File: src/common/jss_defs.svh
`ifndef JSS_DEFS_SVH
`define JSS_DEFS_SVH
// Control tick period in microseconds and derived clock count at 25 MHz
`define JSS_CLK_MHZ       25
`define JSS_TICK_US       2000
`define JSS_TICK_CYCLES   (`JSS_TICK_US * `JSS_CLK_MHZ)
// Preset constant speed numbers used by jogging
`define JSS_JOG_PRESET_A  3'h7
`define JSS_JOG_PRESET_B  3'h6
`define JSS_JOG_RAMP_PAIR 2'h2
`define JSS_SPEED_W       16
`endif

File: src/common/jss_pkg.sv
package jss_pkg;
  typedef enum logic [1:0] {JSS_IDLE, JSS_JOG, JSS_NORMAL} jss_mode_t;
  typedef struct packed {
    logic [15:0] accelTime;
    logic [15:0] decelTime;
  } jss_ramp_t;
  typedef struct packed {
    logic        jogButton;
    logic        busJog1;
    logic        busJog2;
    logic        startCmd;
  } jss_cmd_t;
  typedef struct packed {
    jss_mode_t   mode;
    logic [15:0] tickCnt;
    logic [15:0] speed;
    logic [15:0] rampCnt;
    logic [1:0]  busJogStat;
  } jss_state_t;
endpackage : jss_pkg

File: src/hdl/jss_jog_sequencer.sv
`include "jss_defs.svh"
`timescale 1ns/1ps
`default_nettype none
module jss_jog_sequencer #(
  parameter int TICK_CYCLES = `JSS_TICK_CYCLES
) (
  input  wire logic              sys_clk,
  input  wire logic              rst,
  input  wire logic              clkEn,
  input  wire jss_pkg::jss_cmd_t cmd,
  input  wire logic [15:0]       normalRef,
  input  wire logic [15:0]       constSpeed7,
  input  wire logic [15:0]       constSpeed6,
  input  wire logic              constSpeedSel,
  input  wire logic [15:0]       constSpeedRef,
  input  wire jss_pkg::jss_ramp_t activeRamp,
  input  wire jss_pkg::jss_ramp_t jogRamp,
  input  wire logic [15:0]       activeShape,
  input  wire logic              freewheelStopCfg,
  input  wire logic              relayJogCfg,
  input  wire logic              dOutJogCfg,
  output logic [15:0]            speedRef,
  output logic [15:0]            rampShape,
  output logic [1:0]             rampPairSel,
  output logic                   freewheelStop,
  output logic                   jogActive,
  output logic                   relay_output,
  output logic                   digitalOutput,
  output logic [1:0]             busJogStatus
);
  import jss_pkg::*;

  jss_state_t stateReg;
  jss_state_t stateNext;
  logic       tick;
  logic       jogReq;
  logic [15:0] jogSpeed;
  logic [15:0] target;
  logic [15:0] stepTime;

  function automatic logic [15:0] stepToward(input logic [15:0] cur, input logic [15:0] tgt);
    if (cur < tgt)
      stepToward = cur + 16'h1;
    else if (cur > tgt)
      stepToward = cur - 16'h1;
    else
      stepToward = cur;
  endfunction : stepToward

  // ==========================================================
  // Request decode
  always_comb
  begin
    jogReq = cmd.jogButton | cmd.busJog1 | cmd.busJog2;
    // bus jog presets, jog 1 priority
    if (cmd.jogButton || cmd.busJog1)
      jogSpeed = constSpeed7;
    else
      jogSpeed = constSpeed6;
  end

  // ==========================================================
  // Sequencer
  always_comb
  begin
    stateNext = stateReg;
    tick = (stateReg.tickCnt == 16'(TICK_CYCLES - 1));
    target = 16'h0;
    stepTime = activeRamp.accelTime;
    stateNext.tickCnt = tick ? 16'h0 : stateReg.tickCnt + 16'h1;
    if (tick)
    begin
      if (cmd.startCmd)
        stateNext.mode = JSS_NORMAL;
      else if (jogReq)
        stateNext.mode = JSS_JOG;
      else if (stateReg.speed == 16'h0)
        stateNext.mode = JSS_IDLE;
      stateNext.busJogStat = {cmd.busJog2, cmd.busJog1};
      // Ramp direction picks accel or decel time; a jog stop uses jog ramps
      // Target follows the commands, not the mode: the mode lingers through
      // a ramp-down so that a stop keeps the ramp of the run that it ends
      if (cmd.startCmd)
        target = constSpeedSel ? constSpeedRef : normalRef;
      else if (jogReq)
        target = jogSpeed;
      else
        target = 16'h0;
      // separate jog accel and decel times
      if (stateNext.mode == JSS_JOG || (stateReg.mode == JSS_JOG && !cmd.startCmd))
        stepTime = (target > stateReg.speed) ? jogRamp.accelTime : jogRamp.decelTime;
      else
        stepTime = (target > stateReg.speed) ? activeRamp.accelTime : activeRamp.decelTime;
      // One speed unit per stepTime+1 ticks keeps the ramp linear
      if (stateReg.rampCnt >= stepTime)
      begin
        stateNext.rampCnt = 16'h0;
        stateNext.speed = stepToward(stateReg.speed, target);
      end
      else
        stateNext.rampCnt = stateReg.rampCnt + 16'h1;
    end
  end

  always_ff @(posedge sys_clk)
  begin
    if (rst)
      stateReg <= '{mode: JSS_IDLE, tickCnt: 16'h0, speed: 16'h0, rampCnt: 16'h0,
                    busJogStat: 2'h0};
    else if (clkEn)
      stateReg <= stateNext;
  end

  // ==========================================================
  // Outputs
  always_comb
  begin
    jogActive = (stateReg.mode == JSS_JOG);
    speedRef = stateReg.speed;
    rampShape = jogActive ? 16'h0 : activeShape;
    rampPairSel = jogActive ? `JSS_JOG_RAMP_PAIR : 2'h1;
    freewheelStop = freewheelStopCfg & (stateReg.mode == JSS_IDLE);
    relay_output = relayJogCfg & jogActive;
    digitalOutput = dOutJogCfg & jogActive;
    busJogStatus = stateReg.busJogStat;
  end
endmodule : jss_jog_sequencer
`default_nettype wire

File: config.mk
export PLATFORM = sky130hd
export DESIGN_NAME = jss_jog_sequencer
export DESIGN_NICKNAME = d
export VERILOG_FILES = /design/src/common/jss_pkg.sv /design/src/hdl/jss_jog_sequencer.sv
export VERILOG_INCLUDE_DIRS = /design/src /design/src/common
export SDC_FILE = /design/constraint.sdc
export NUM_CORES = 1
export LEC_CHECK = 0
export BUFFER_PORTS_ARGS = -buffer_cell sky130_fd_sc_hd__buf_2
export CAP_MARGIN = 20
export CORE_MARGIN = 4
export CORE_UTILIZATION = 47
export DETAILED_ROUTE_END_ITERATION = 6
export PLACE_DENSITY_LB_ADDON = 0.1
export SETUP_SLACK_MARGIN = 0.4
export SYNTH_ARGS = -nofsm -noshare
export SYNTH_HDL_FRONTEND = slang
export SYNTH_SLANG_ARGS = --single-unit
File: constraint.sdc
create_clock -name sys_clk -period 10.9 [get_ports sys_clk]
set_clock_uncertainty 0.05 [all_clocks]
set_input_delay 2.18 -clock sys_clk [delete_from_list [all_inputs] [get_ports sys_clk]]
set_output_delay 2.18 -clock sys_clk [all_outputs]
set_load 0.1 [all_outputs]
==> key figures, run 1 <==
Logic synthesis
  • Fraction of synthesized cell area taken by the top area cell type: 20.8%
  • Synthesized area: 5010 µm²
  • Sequential cell area fraction in the yosys report: 20.8%
  • Number of synthesized flops with an enable pin: 0
  • Gate count of the mapped netlist: 673
  • Post-synthesis async set-or-reset flop share: 0%
  • Main flop type after synthesis: dfxtp_1
  • Dominant cells by area after synthesis: dfxtp_1 21%, ha_1 12%, nand2_1 7.8%
  • Synthesized net count: 877
  • Post-Syn Area per Cell: 7.45 µm²
  • Register bit total from synthesis: 52
  • Yosys Warn Count: 0
  • Number of distinct library cells after synthesis: 54
  • Post-synth top area cell: dfxtp_1

Critical path
  • Reg-to-reg startpoint: speedRef[9]$_SDFFE_PP0P_
  • Buf+Inv Stages, Crit Path: 2
  • Highest-delay cell along the critical path: and2_1
  • Destination of the worst register-to-register timing path: speedRef[15]$_SDFFE_PP0P_
  • Worst-path fanout max: 33
  • Data arrival at the endpoint of the critical path: 7.75 ns
  • Kind of end point of the critical path: flop
  • Register-to-Register Setup Slack: 5.62 ns
  • Sort of element at the start of the critical path: input port
  • Crit path largest cell delay: 0.85 ns
  • Top cell family by delay on the critical path: simple AND/OR/NAND/NOR gates
  • Worst Path Class, Setup: in -> reg
  • Required arrival time at the worst endpoint: 11.05 ns
  • Ordered cell list for the critical path: buf_2 > or2_2 > nand2_1 > o21ai_0 > o21ai_0 > ha_1 > and2_1 > a221oi_1 > o21ai_1 > nor3_4 > and2_1 > inv_1 > ha_1 > a21oi_1 > o21bai_1 > a211oi_1 > a21oi_1 > a21o_1 > a211oi_2 > mux2_4
  • Worst Reg-to-Reg Cells: 15

Placed design
  • Post-place setup slack: 3.02 ns
  • Total half-perimeter wirelength after legalization and detailed placement: 11.4 mm
  • Number of port buffers: 194
  • Cell count after placement: 951
  • Weighted congestion at the end of routability-driven global placement: 0.903
  • Area after detailed placement: 5870 µm²

Timing
  • Period utilisation layout: 69.7%
  • Setup repair after global routing missed its margin: false
  • Transition at the pin with the smallest max-transition slack: 1.02 ns
  • Count of endpoints failing hold in the final timing report: 0
  • Post-layout worst setup margin: 3.30 ns
  • Final-report max-slew violation count: 0
  • Relative slew slack: 32.2%
  • Time the worst path needs with I/O delays and setup: 7.60 ns
  • Total negative slack: 0 ns
  • Worst hold slack: 0.411 ns
  • Maximum clock frequency: 0.132 GHz
  • Setup Viol. Count Final: 0

Drt
  • Starting DRT DRC Count: 290
  • Vias per cell: 5.35
  • Antenna-violating nets left: 0
  • Wirelength per Cell: 14.6 µm
  • Count of unresolved DRC violations after routing: 0
  • Router iterations before antenna repair: 5
  • Routed wire length: 14.0 mm
  • Via count: 5,134

GRT
  • Total routing resource utilization after global routing: 21.5%
  • Wire length of the first global-routing pass: 22.9 mm
  • Final global-route overflow total: 0
  • Number of global-route vias before repair: 4,970
  • Number of antenna violations at the first check in global routing: 0
  • Maximum number of pins on one net before global-route repair: 37

Floorplan
  • Die Span Y: 111 µm
  • Placement Rows: 37
  • Initial Utilization: 48.3%
  • Die width: 111 µm
  • Number of top-level pins: 195
  • Area of the die: 12,400 µm²
  • Core box area: 10,400 µm²

Power and ir drop
  • Post-layout total power: 0.420 mW
  • Leak pwr: 2.82 nW
  • Power Dens Cells: 70.3 nW/µm²
  • Worst IR Drop VDD: 0.0623 mV

Final layout
  • Final core utilization: 57.6%
  • Diodes inserted: 0
  • Most frequent standard cell in the layout excluding fill and tap cells: buf_2
  • Layout overhead on the synthesized area: 19.2%
  • Nets@finish: 1,027
  • Fraction of final layout cells with drive strength greater than 1: 28.0%
  • Design Area, Final: 5980 µm²
  • Cell Count, Final, Fillers Out: 960
  • Highest-count cells in the layout ignoring fill and taps: 194 x buf_2, 104 x nand2_1, 70 x o21ai_0, 52 x dfxtp_1, 51 x a21oi_1

CTS
  • Post-cts repair resize count: 0
  • Clock latency on the worst-skew pair: 0.31 ns
  • TritonCTS clock tree: built
  • # Post-CTS Setup Buffers: 0
  • Hold-fix buffers at CTS: 0
  • Clock tree sinks: 52
  • Inserted Clock Buffers: 5
  • CTS clock-pin slew for the worst setup and hold paths: 0.10 ns
  • H-tree Lvls: 2
  • Master cell of the clock root buffer: clkbuf_8
  • Maximum root-to-sink buffer count: 2

Worst hold path
  • Cells on Worst Hold Path: 2
  • Path category of the worst min-delay check: reg -> reg
  • Worst min-delay path startpoint: busJogStatus[0]$_SDFFE_PP0P_
  • Hold path endpoint: busJogStatus[0]$_SDFFE_PP0P_

Run
  • Number of max-cap violations: 0

Run status
  • Result of the run: completed
[per-layer routing]
layer	global-route usage, %	vias to the layer above	wire length [µm]
li1	-	2651	-
met1	26.5	2310	5980
met2	40.0	161	7050
met3	3.60	12	861
met4	2.92	0	107
met5	0	-	0
[registers in the layout (all words and copies together) (netlist names)]
register / count
speedRef: 16
stateReg: 34
busJogStatus: 2
[tightest hold or removal path, delay by kind of cell, from the launching register on]
| family | cells | cell delay (ns) |
|---|---|---|
| and+or+nand+nor | 1 | 0.05 |
| DFF | 1 | 0.32 |
| AOI/OAI and AO/OA | 1 | 0.05 |
[Yosys cell counts (2+ instances only)]
library cell and count:
a211oi_1 10, dfxtp_1 52, clkbuf_1 17, nand3_1 31, nor4_1 5, ha_1 48, a21oi_1 52, or3_1 2
nor3_2 3, mux2_2 15, xor2_1 19, nor3_1 9, mux2i_1 34, inv_1 14, and4_1 3, and4_4 2
o211ai_1 4, nor2b_1 5, nor2_1 50, buf_4 21, nand2b_1 4, xnor2_1 21, o21ai_0 70, buf_2 9
and3_1 2, o21ai_1 7, buf_1 2, nand2_1 104, nand4_1 9, and2_1 22, a21o_1 4
[layout make-up]
| cell class | count | area [µm²] |
|---|---|---|
| clock buffers | 6 | 72.6 |
| clock inverters | 2 | 16.3 |
| fillers | 1024 | 4390 |
| inverters | 14 | 52.6 |
| multi-input cells | 555 | 3630 |
| flip-flops and latches | 52 | 1040 |
| well taps | 136 | 170 |
| repair buffers | 195 | 991 |
[kinds of logic after synthesis]
logic type	count (synthesis)	share of synthesized area (%)
AOI/OAI and AO/OA	156	17.3
buffers and inverters	66	6.99
muxes	50	10.5
xor gates and xnor gates	40	6.99
adders and majority gates	49	12.4
and+or+nand+nor	260	25.1
DFF	52	20.8
[report_power, final]
part	switching [mW]	internal, mW
combinational	0.0675	0.0477
clock	0.0679	0.0459
sequential	0.000701	0.191
total	0.136	0.284
[how the worst max path moves through the flow]
stage	start	to	cells past startpoint
2_1_floorplan	constSpeedSel	speedRef[15]$_SDFFE_PP0P_	22
4_1_cts	cmd[2]	speedRef[15]$_SDFFE_PP0P_	20
6_report	cmd[2]	speedRef[15]$_SDFFE_PP0P_	20
5_1_grt	cmd[2]	speedRef[15]$_SDFFE_PP0P_	20
3_5_place_dp	cmd[2]	speedRef[15]$_SDFFE_PP0P_	20
3_3_place_gp	cmd[2]	speedRef[15]$_SDFFE_PP0P_	20
Power figures use the tool's default switching activity.
==> run 2: changes to the inputs <==
CORE_UTILIZATION = 46   (was 47)
clock period = 6.6 ns   (was 10.9 ns; I/O delays follow)
==> run 2 against run 1 <==
Register-to-register slack got worse by 3.5 ns. Core utilization decreased by 0.10 points. Global-route usage increased by 0.37 points. Largest cell class unchanged.
==> key figures, run 2 (synthesis results as in run 1) <==
Power and ir drop
  • Part of the total power dissipated in combinational logic: 27.5% (was 27.4%)
  • Power Dens Cells: 118 nW/µm² (was 70.3 nW/µm²)
  • Internal Pwr Total: 0.472 mW (was 0.284 mW)
  • Switching power total: 0.237 mW (was 0.136 mW)
  • Leak pwr: 2.84 nW (was 2.82 nW)
  • Worst IR Drop VDD: 0.0830 mV (was 0.0623 mV)
  • Fraction of power spent switching nets: 33.4% (was 32.4%)
  • Post-layout total power: 0.709 mW (was 0.420 mW)
  • Relative contribution of the clock network to total power: 28.0% (was 27.1%)
  • Flop pwr share: 44.6% (was 45.5%)

Placed design
  • Total half-perimeter wirelength after legalization and detailed placement: 12.1 mm (was 11.4 mm)
  • Number of port buffers: 194 (unchanged)
  • Cell count after placement: 955 (was 951)
  • Weighted congestion at the end of routability-driven global placement: 0.883 (was 0.903)

Final layout
  • Flip-flop count of the largest register after layout: 34 (unchanged)
  • Layout overhead on the synthesized area: 20.1% (was 19.2%)
  • Highest-count cells in the layout ignoring fill and taps: 193 x buf_2, 103 x nand2_1, 70 x o21ai_0, 52 x dfxtp_1, 51 x a21oi_1 (was 194 x buf_2, 104 x nand2_1, 70 x o21ai_0, 52 x dfxtp_1, 51 x a21oi_1)
  • Nets@finish: 1,031 (was 1,027)
  • Final core utilization: 57.5% (was 57.6%)
  • Most flops, register: stateReg (unchanged)
  • Fraction of final layout cells with drive strength greater than 1: 28.9% (was 28.0%)
  • Diodes inserted: 0 (unchanged)
  • Filler cell count: 1,026 (was 1,024)
  • Cell Count, Final, Fillers Out: 964 (was 960)
  • Most frequent standard cell in the layout excluding fill and tap cells: buf_2 (unchanged)

Critical path
  • Buf+Inv Stages, Crit Path: 4 (was 2)
  • Ordered cell list for the critical path: buf_2 > or2_4 > nand2_1 > o21ai_0 > o21ai_0 > ha_1 > and2_1 > a221oi_1 > o21ai_1 > nor3_4 > and2_1 > buf_6 > clkinvlp_4 > buf_4 > ha_1 > a21oi_1 > o21bai_1 > a211oi_1 > a21oi_1 > a21o_1 > a211oi_2 > mux2_4 (was buf_2 > or2_2 > nand2_1 > o21ai_0 > o21ai_0 > ha_1 > and2_1 > a221oi_1 > o21ai_1 > nor3_4 > and2_1 > inv_1 > ha_1 > a21oi_1 > o21bai_1 > a211oi_1 > a21oi_1 > a21o_1 > a211oi_2 > mux2_4)
  • Data arrival at the endpoint of the critical path: 5.90 ns (was 7.75 ns)
  • Worst Path Class, Setup: in -> reg (unchanged)
  • Worst-path fanout max: 33 (unchanged)
  • Kind of end point of the critical path: flop (unchanged)
  • Sort of element at the start of the critical path: input port (unchanged)
  • Required arrival time at the worst endpoint: 6.75 ns (was 11.05 ns)
  • Highest-delay cell along the critical path: ha_1 (was and2_1)
  • Top cell family by delay on the critical path: compound AO/OA/AOI/OAI gates (was simple AND/OR/NAND/NOR gates)
  • Crit path largest cell delay: 0.38 ns (was 0.85 ns)

GRT
  • Total routing resource utilization after global routing: 21.9% (was 21.5%)
  • Final global-route overflow total: 0 (unchanged)
  • Maximum number of pins on one net before global-route repair: 37 (unchanged)
  • Number of global-route vias before repair: 5,034 (was 4,970)
  • Number of antenna violations at the first check in global routing: 0 (unchanged)
  • Wire length of the first global-routing pass: 23.4 mm (was 22.9 mm)

Floorplan
  • Die Span Y: 112 µm (was 111 µm)
  • Placement Rows: 37 (unchanged)
  • Area of the die: 12,600 µm² (was 12,400 µm²)
  • Core box area: 10,500 µm² (was 10,400 µm²)
  • Die width: 112 µm (was 111 µm)
  • Initial Utilization: 47.9% (was 48.3%)
  • Number of top-level pins: 195 (unchanged)

Timing
  • Relative slew slack: 29.8% (was 32.2%)
  • Transition at the pin with the smallest max-transition slack: 1.05 ns (was 1.02 ns)
  • Final-report max-slew violation count: 0 (unchanged)
  • Time the worst path needs with I/O delays and setup: 5.75 ns
  • Setup Viol. Count Final: 0 (unchanged)
  • Period utilisation layout: 87.1%
  • Count of endpoints failing hold in the final timing report: 0 (unchanged)
  • Maximum clock frequency: 0.174 GHz
  • Setup repair after global routing missed its margin: false (unchanged)
  • Total negative slack: 0 ns (unchanged)
  • Worst hold slack: 0.410 ns (was 0.411 ns)

CTS
  • Inserted Clock Buffers: 5 (unchanged)
  • CTS clock-pin slew for the worst setup and hold paths: 0.11 ns (was 0.10 ns)
  • Clock tree sinks: 52 (unchanged)
  • Master cell of the clock root buffer: clkbuf_8 (unchanged)
  • Clock latency on the worst-skew pair: 0.31 ns (about the same)
  • H-tree Lvls: 2 (unchanged)
  • TritonCTS clock tree: built (unchanged)
  • Maximum root-to-sink buffer count: 2 (unchanged)

Drt
  • Count of unresolved DRC violations after routing: 0 (unchanged)
  • Starting DRT DRC Count: 238 (was 290)
  • Routed wire length: 14.7 mm (was 14.0 mm)
  • Router iterations before antenna repair: 5 (unchanged)
  • Wirelength per Cell: 15.2 µm (was 14.6 µm)
  • Antenna-violating nets left: 0 (unchanged)
  • Via count: 5,217 (was 5,134)
  • Vias per cell: 5.41 (was 5.35)

Run status
  • Result of the run: completed (unchanged)

Worst hold path
  • Path category of the worst min-delay check: reg -> reg (unchanged)

Run
  • Number of max-cap violations: 0 (unchanged)
run 2: changes by cell type in the layout (fill, tap and decap cells not counted), sizes merged:
| cell | delta |
|---|---|
| clkinvlp | +1 |
| buf | +3 |
run 2: what timing repair did:
item / in CTS / in global routing
gates resized for setup: 0 / 6
buffers inserted: 0 / 1
setup endpoints to repair: 0 / 29
hold buffers: 0 / 0
run 2: worst register-to-register path: stages, from the launching register on:
cell	delay [ns]
dfxtp_1	0.49
ha_1	0.31
and2_1	0.17
a221oi_1	0.28
o21ai_1	0.14
nor3_4	0.28
and2_1	0.19
buf_6	0.24
clkinvlp_4	0.11
buf_4	0.20
ha_1	0.38
a21oi_1	0.28
o21bai_1	0.11
a211oi_1	0.23
a21oi_1	0.13
a21o_1	0.18
a211oi_2	0.24
mux2_4	0.32
run 2: layer usage:
layer | track usage (%) | routed length (µm) | vias to the layer above
met5 | 0 | 0 | -
met4 | 4.73 | 198 | 0
met1 | 26.8 | 6190 | 2354
met2 | 39.5 | 7140 | 187
li1 | - | - | 2658
met3 | 4.42 | 1140 | 18
run 2: cell type report:
cell class	instances	area, µm²	area share (%)
multi-input combinational	555	3640	60.5
sequential	52	1040	17.3
timing repair buffer	199	1010	16.9
tap	136	170	2.83
clock buffer	5	68.8	1.14
inverter	14	56.3	0.936
clock inverter	3	27.5	0.457
run 2: power groups by stage:
stage,logic (mW),clock network [mW],registers [mW]
4_1_cts,0.195,0.201,0.316
3_5_place_dp,0.195,0,0.323
3_3_place_gp,0.191,0,0.323
5_1_grt,0.214,0.212,0.316
2_1_floorplan,0.124,0,0.323
6_report,0.195,0.199,0.316
run 2: per-stage QoR:
step / setup WS, ns / instance area, µm²
finish: 0.854 / 6020
global route: 0.468 / 6020
CTS: 0.527 / 5990
detailed placement: 0.209 / 5900
global placement: 0.421 / 5900
floorplan: 0.720 / 5010
run 2: final timing paths:
path,from,to,slack (ns),depth (start not counted)
worst max-delay path,cmd[2],speedRef[15]$_SDFFE_PP0P_,0.85,22
worst min-delay path,busJogStatus[1]$_SDFFE_PP0P_,busJogStatus[1]$_SDFFE_PP0P_,0.41,2
worst max register to register,speedRef[10]$_SDFFE_PP0P_,speedRef[15]$_SDFFE_PP0P_,2.16,17
worst min register to register,busJogStatus[1]$_SDFFE_PP0P_,busJogStatus[1]$_SDFFE_PP0P_,0.41,2
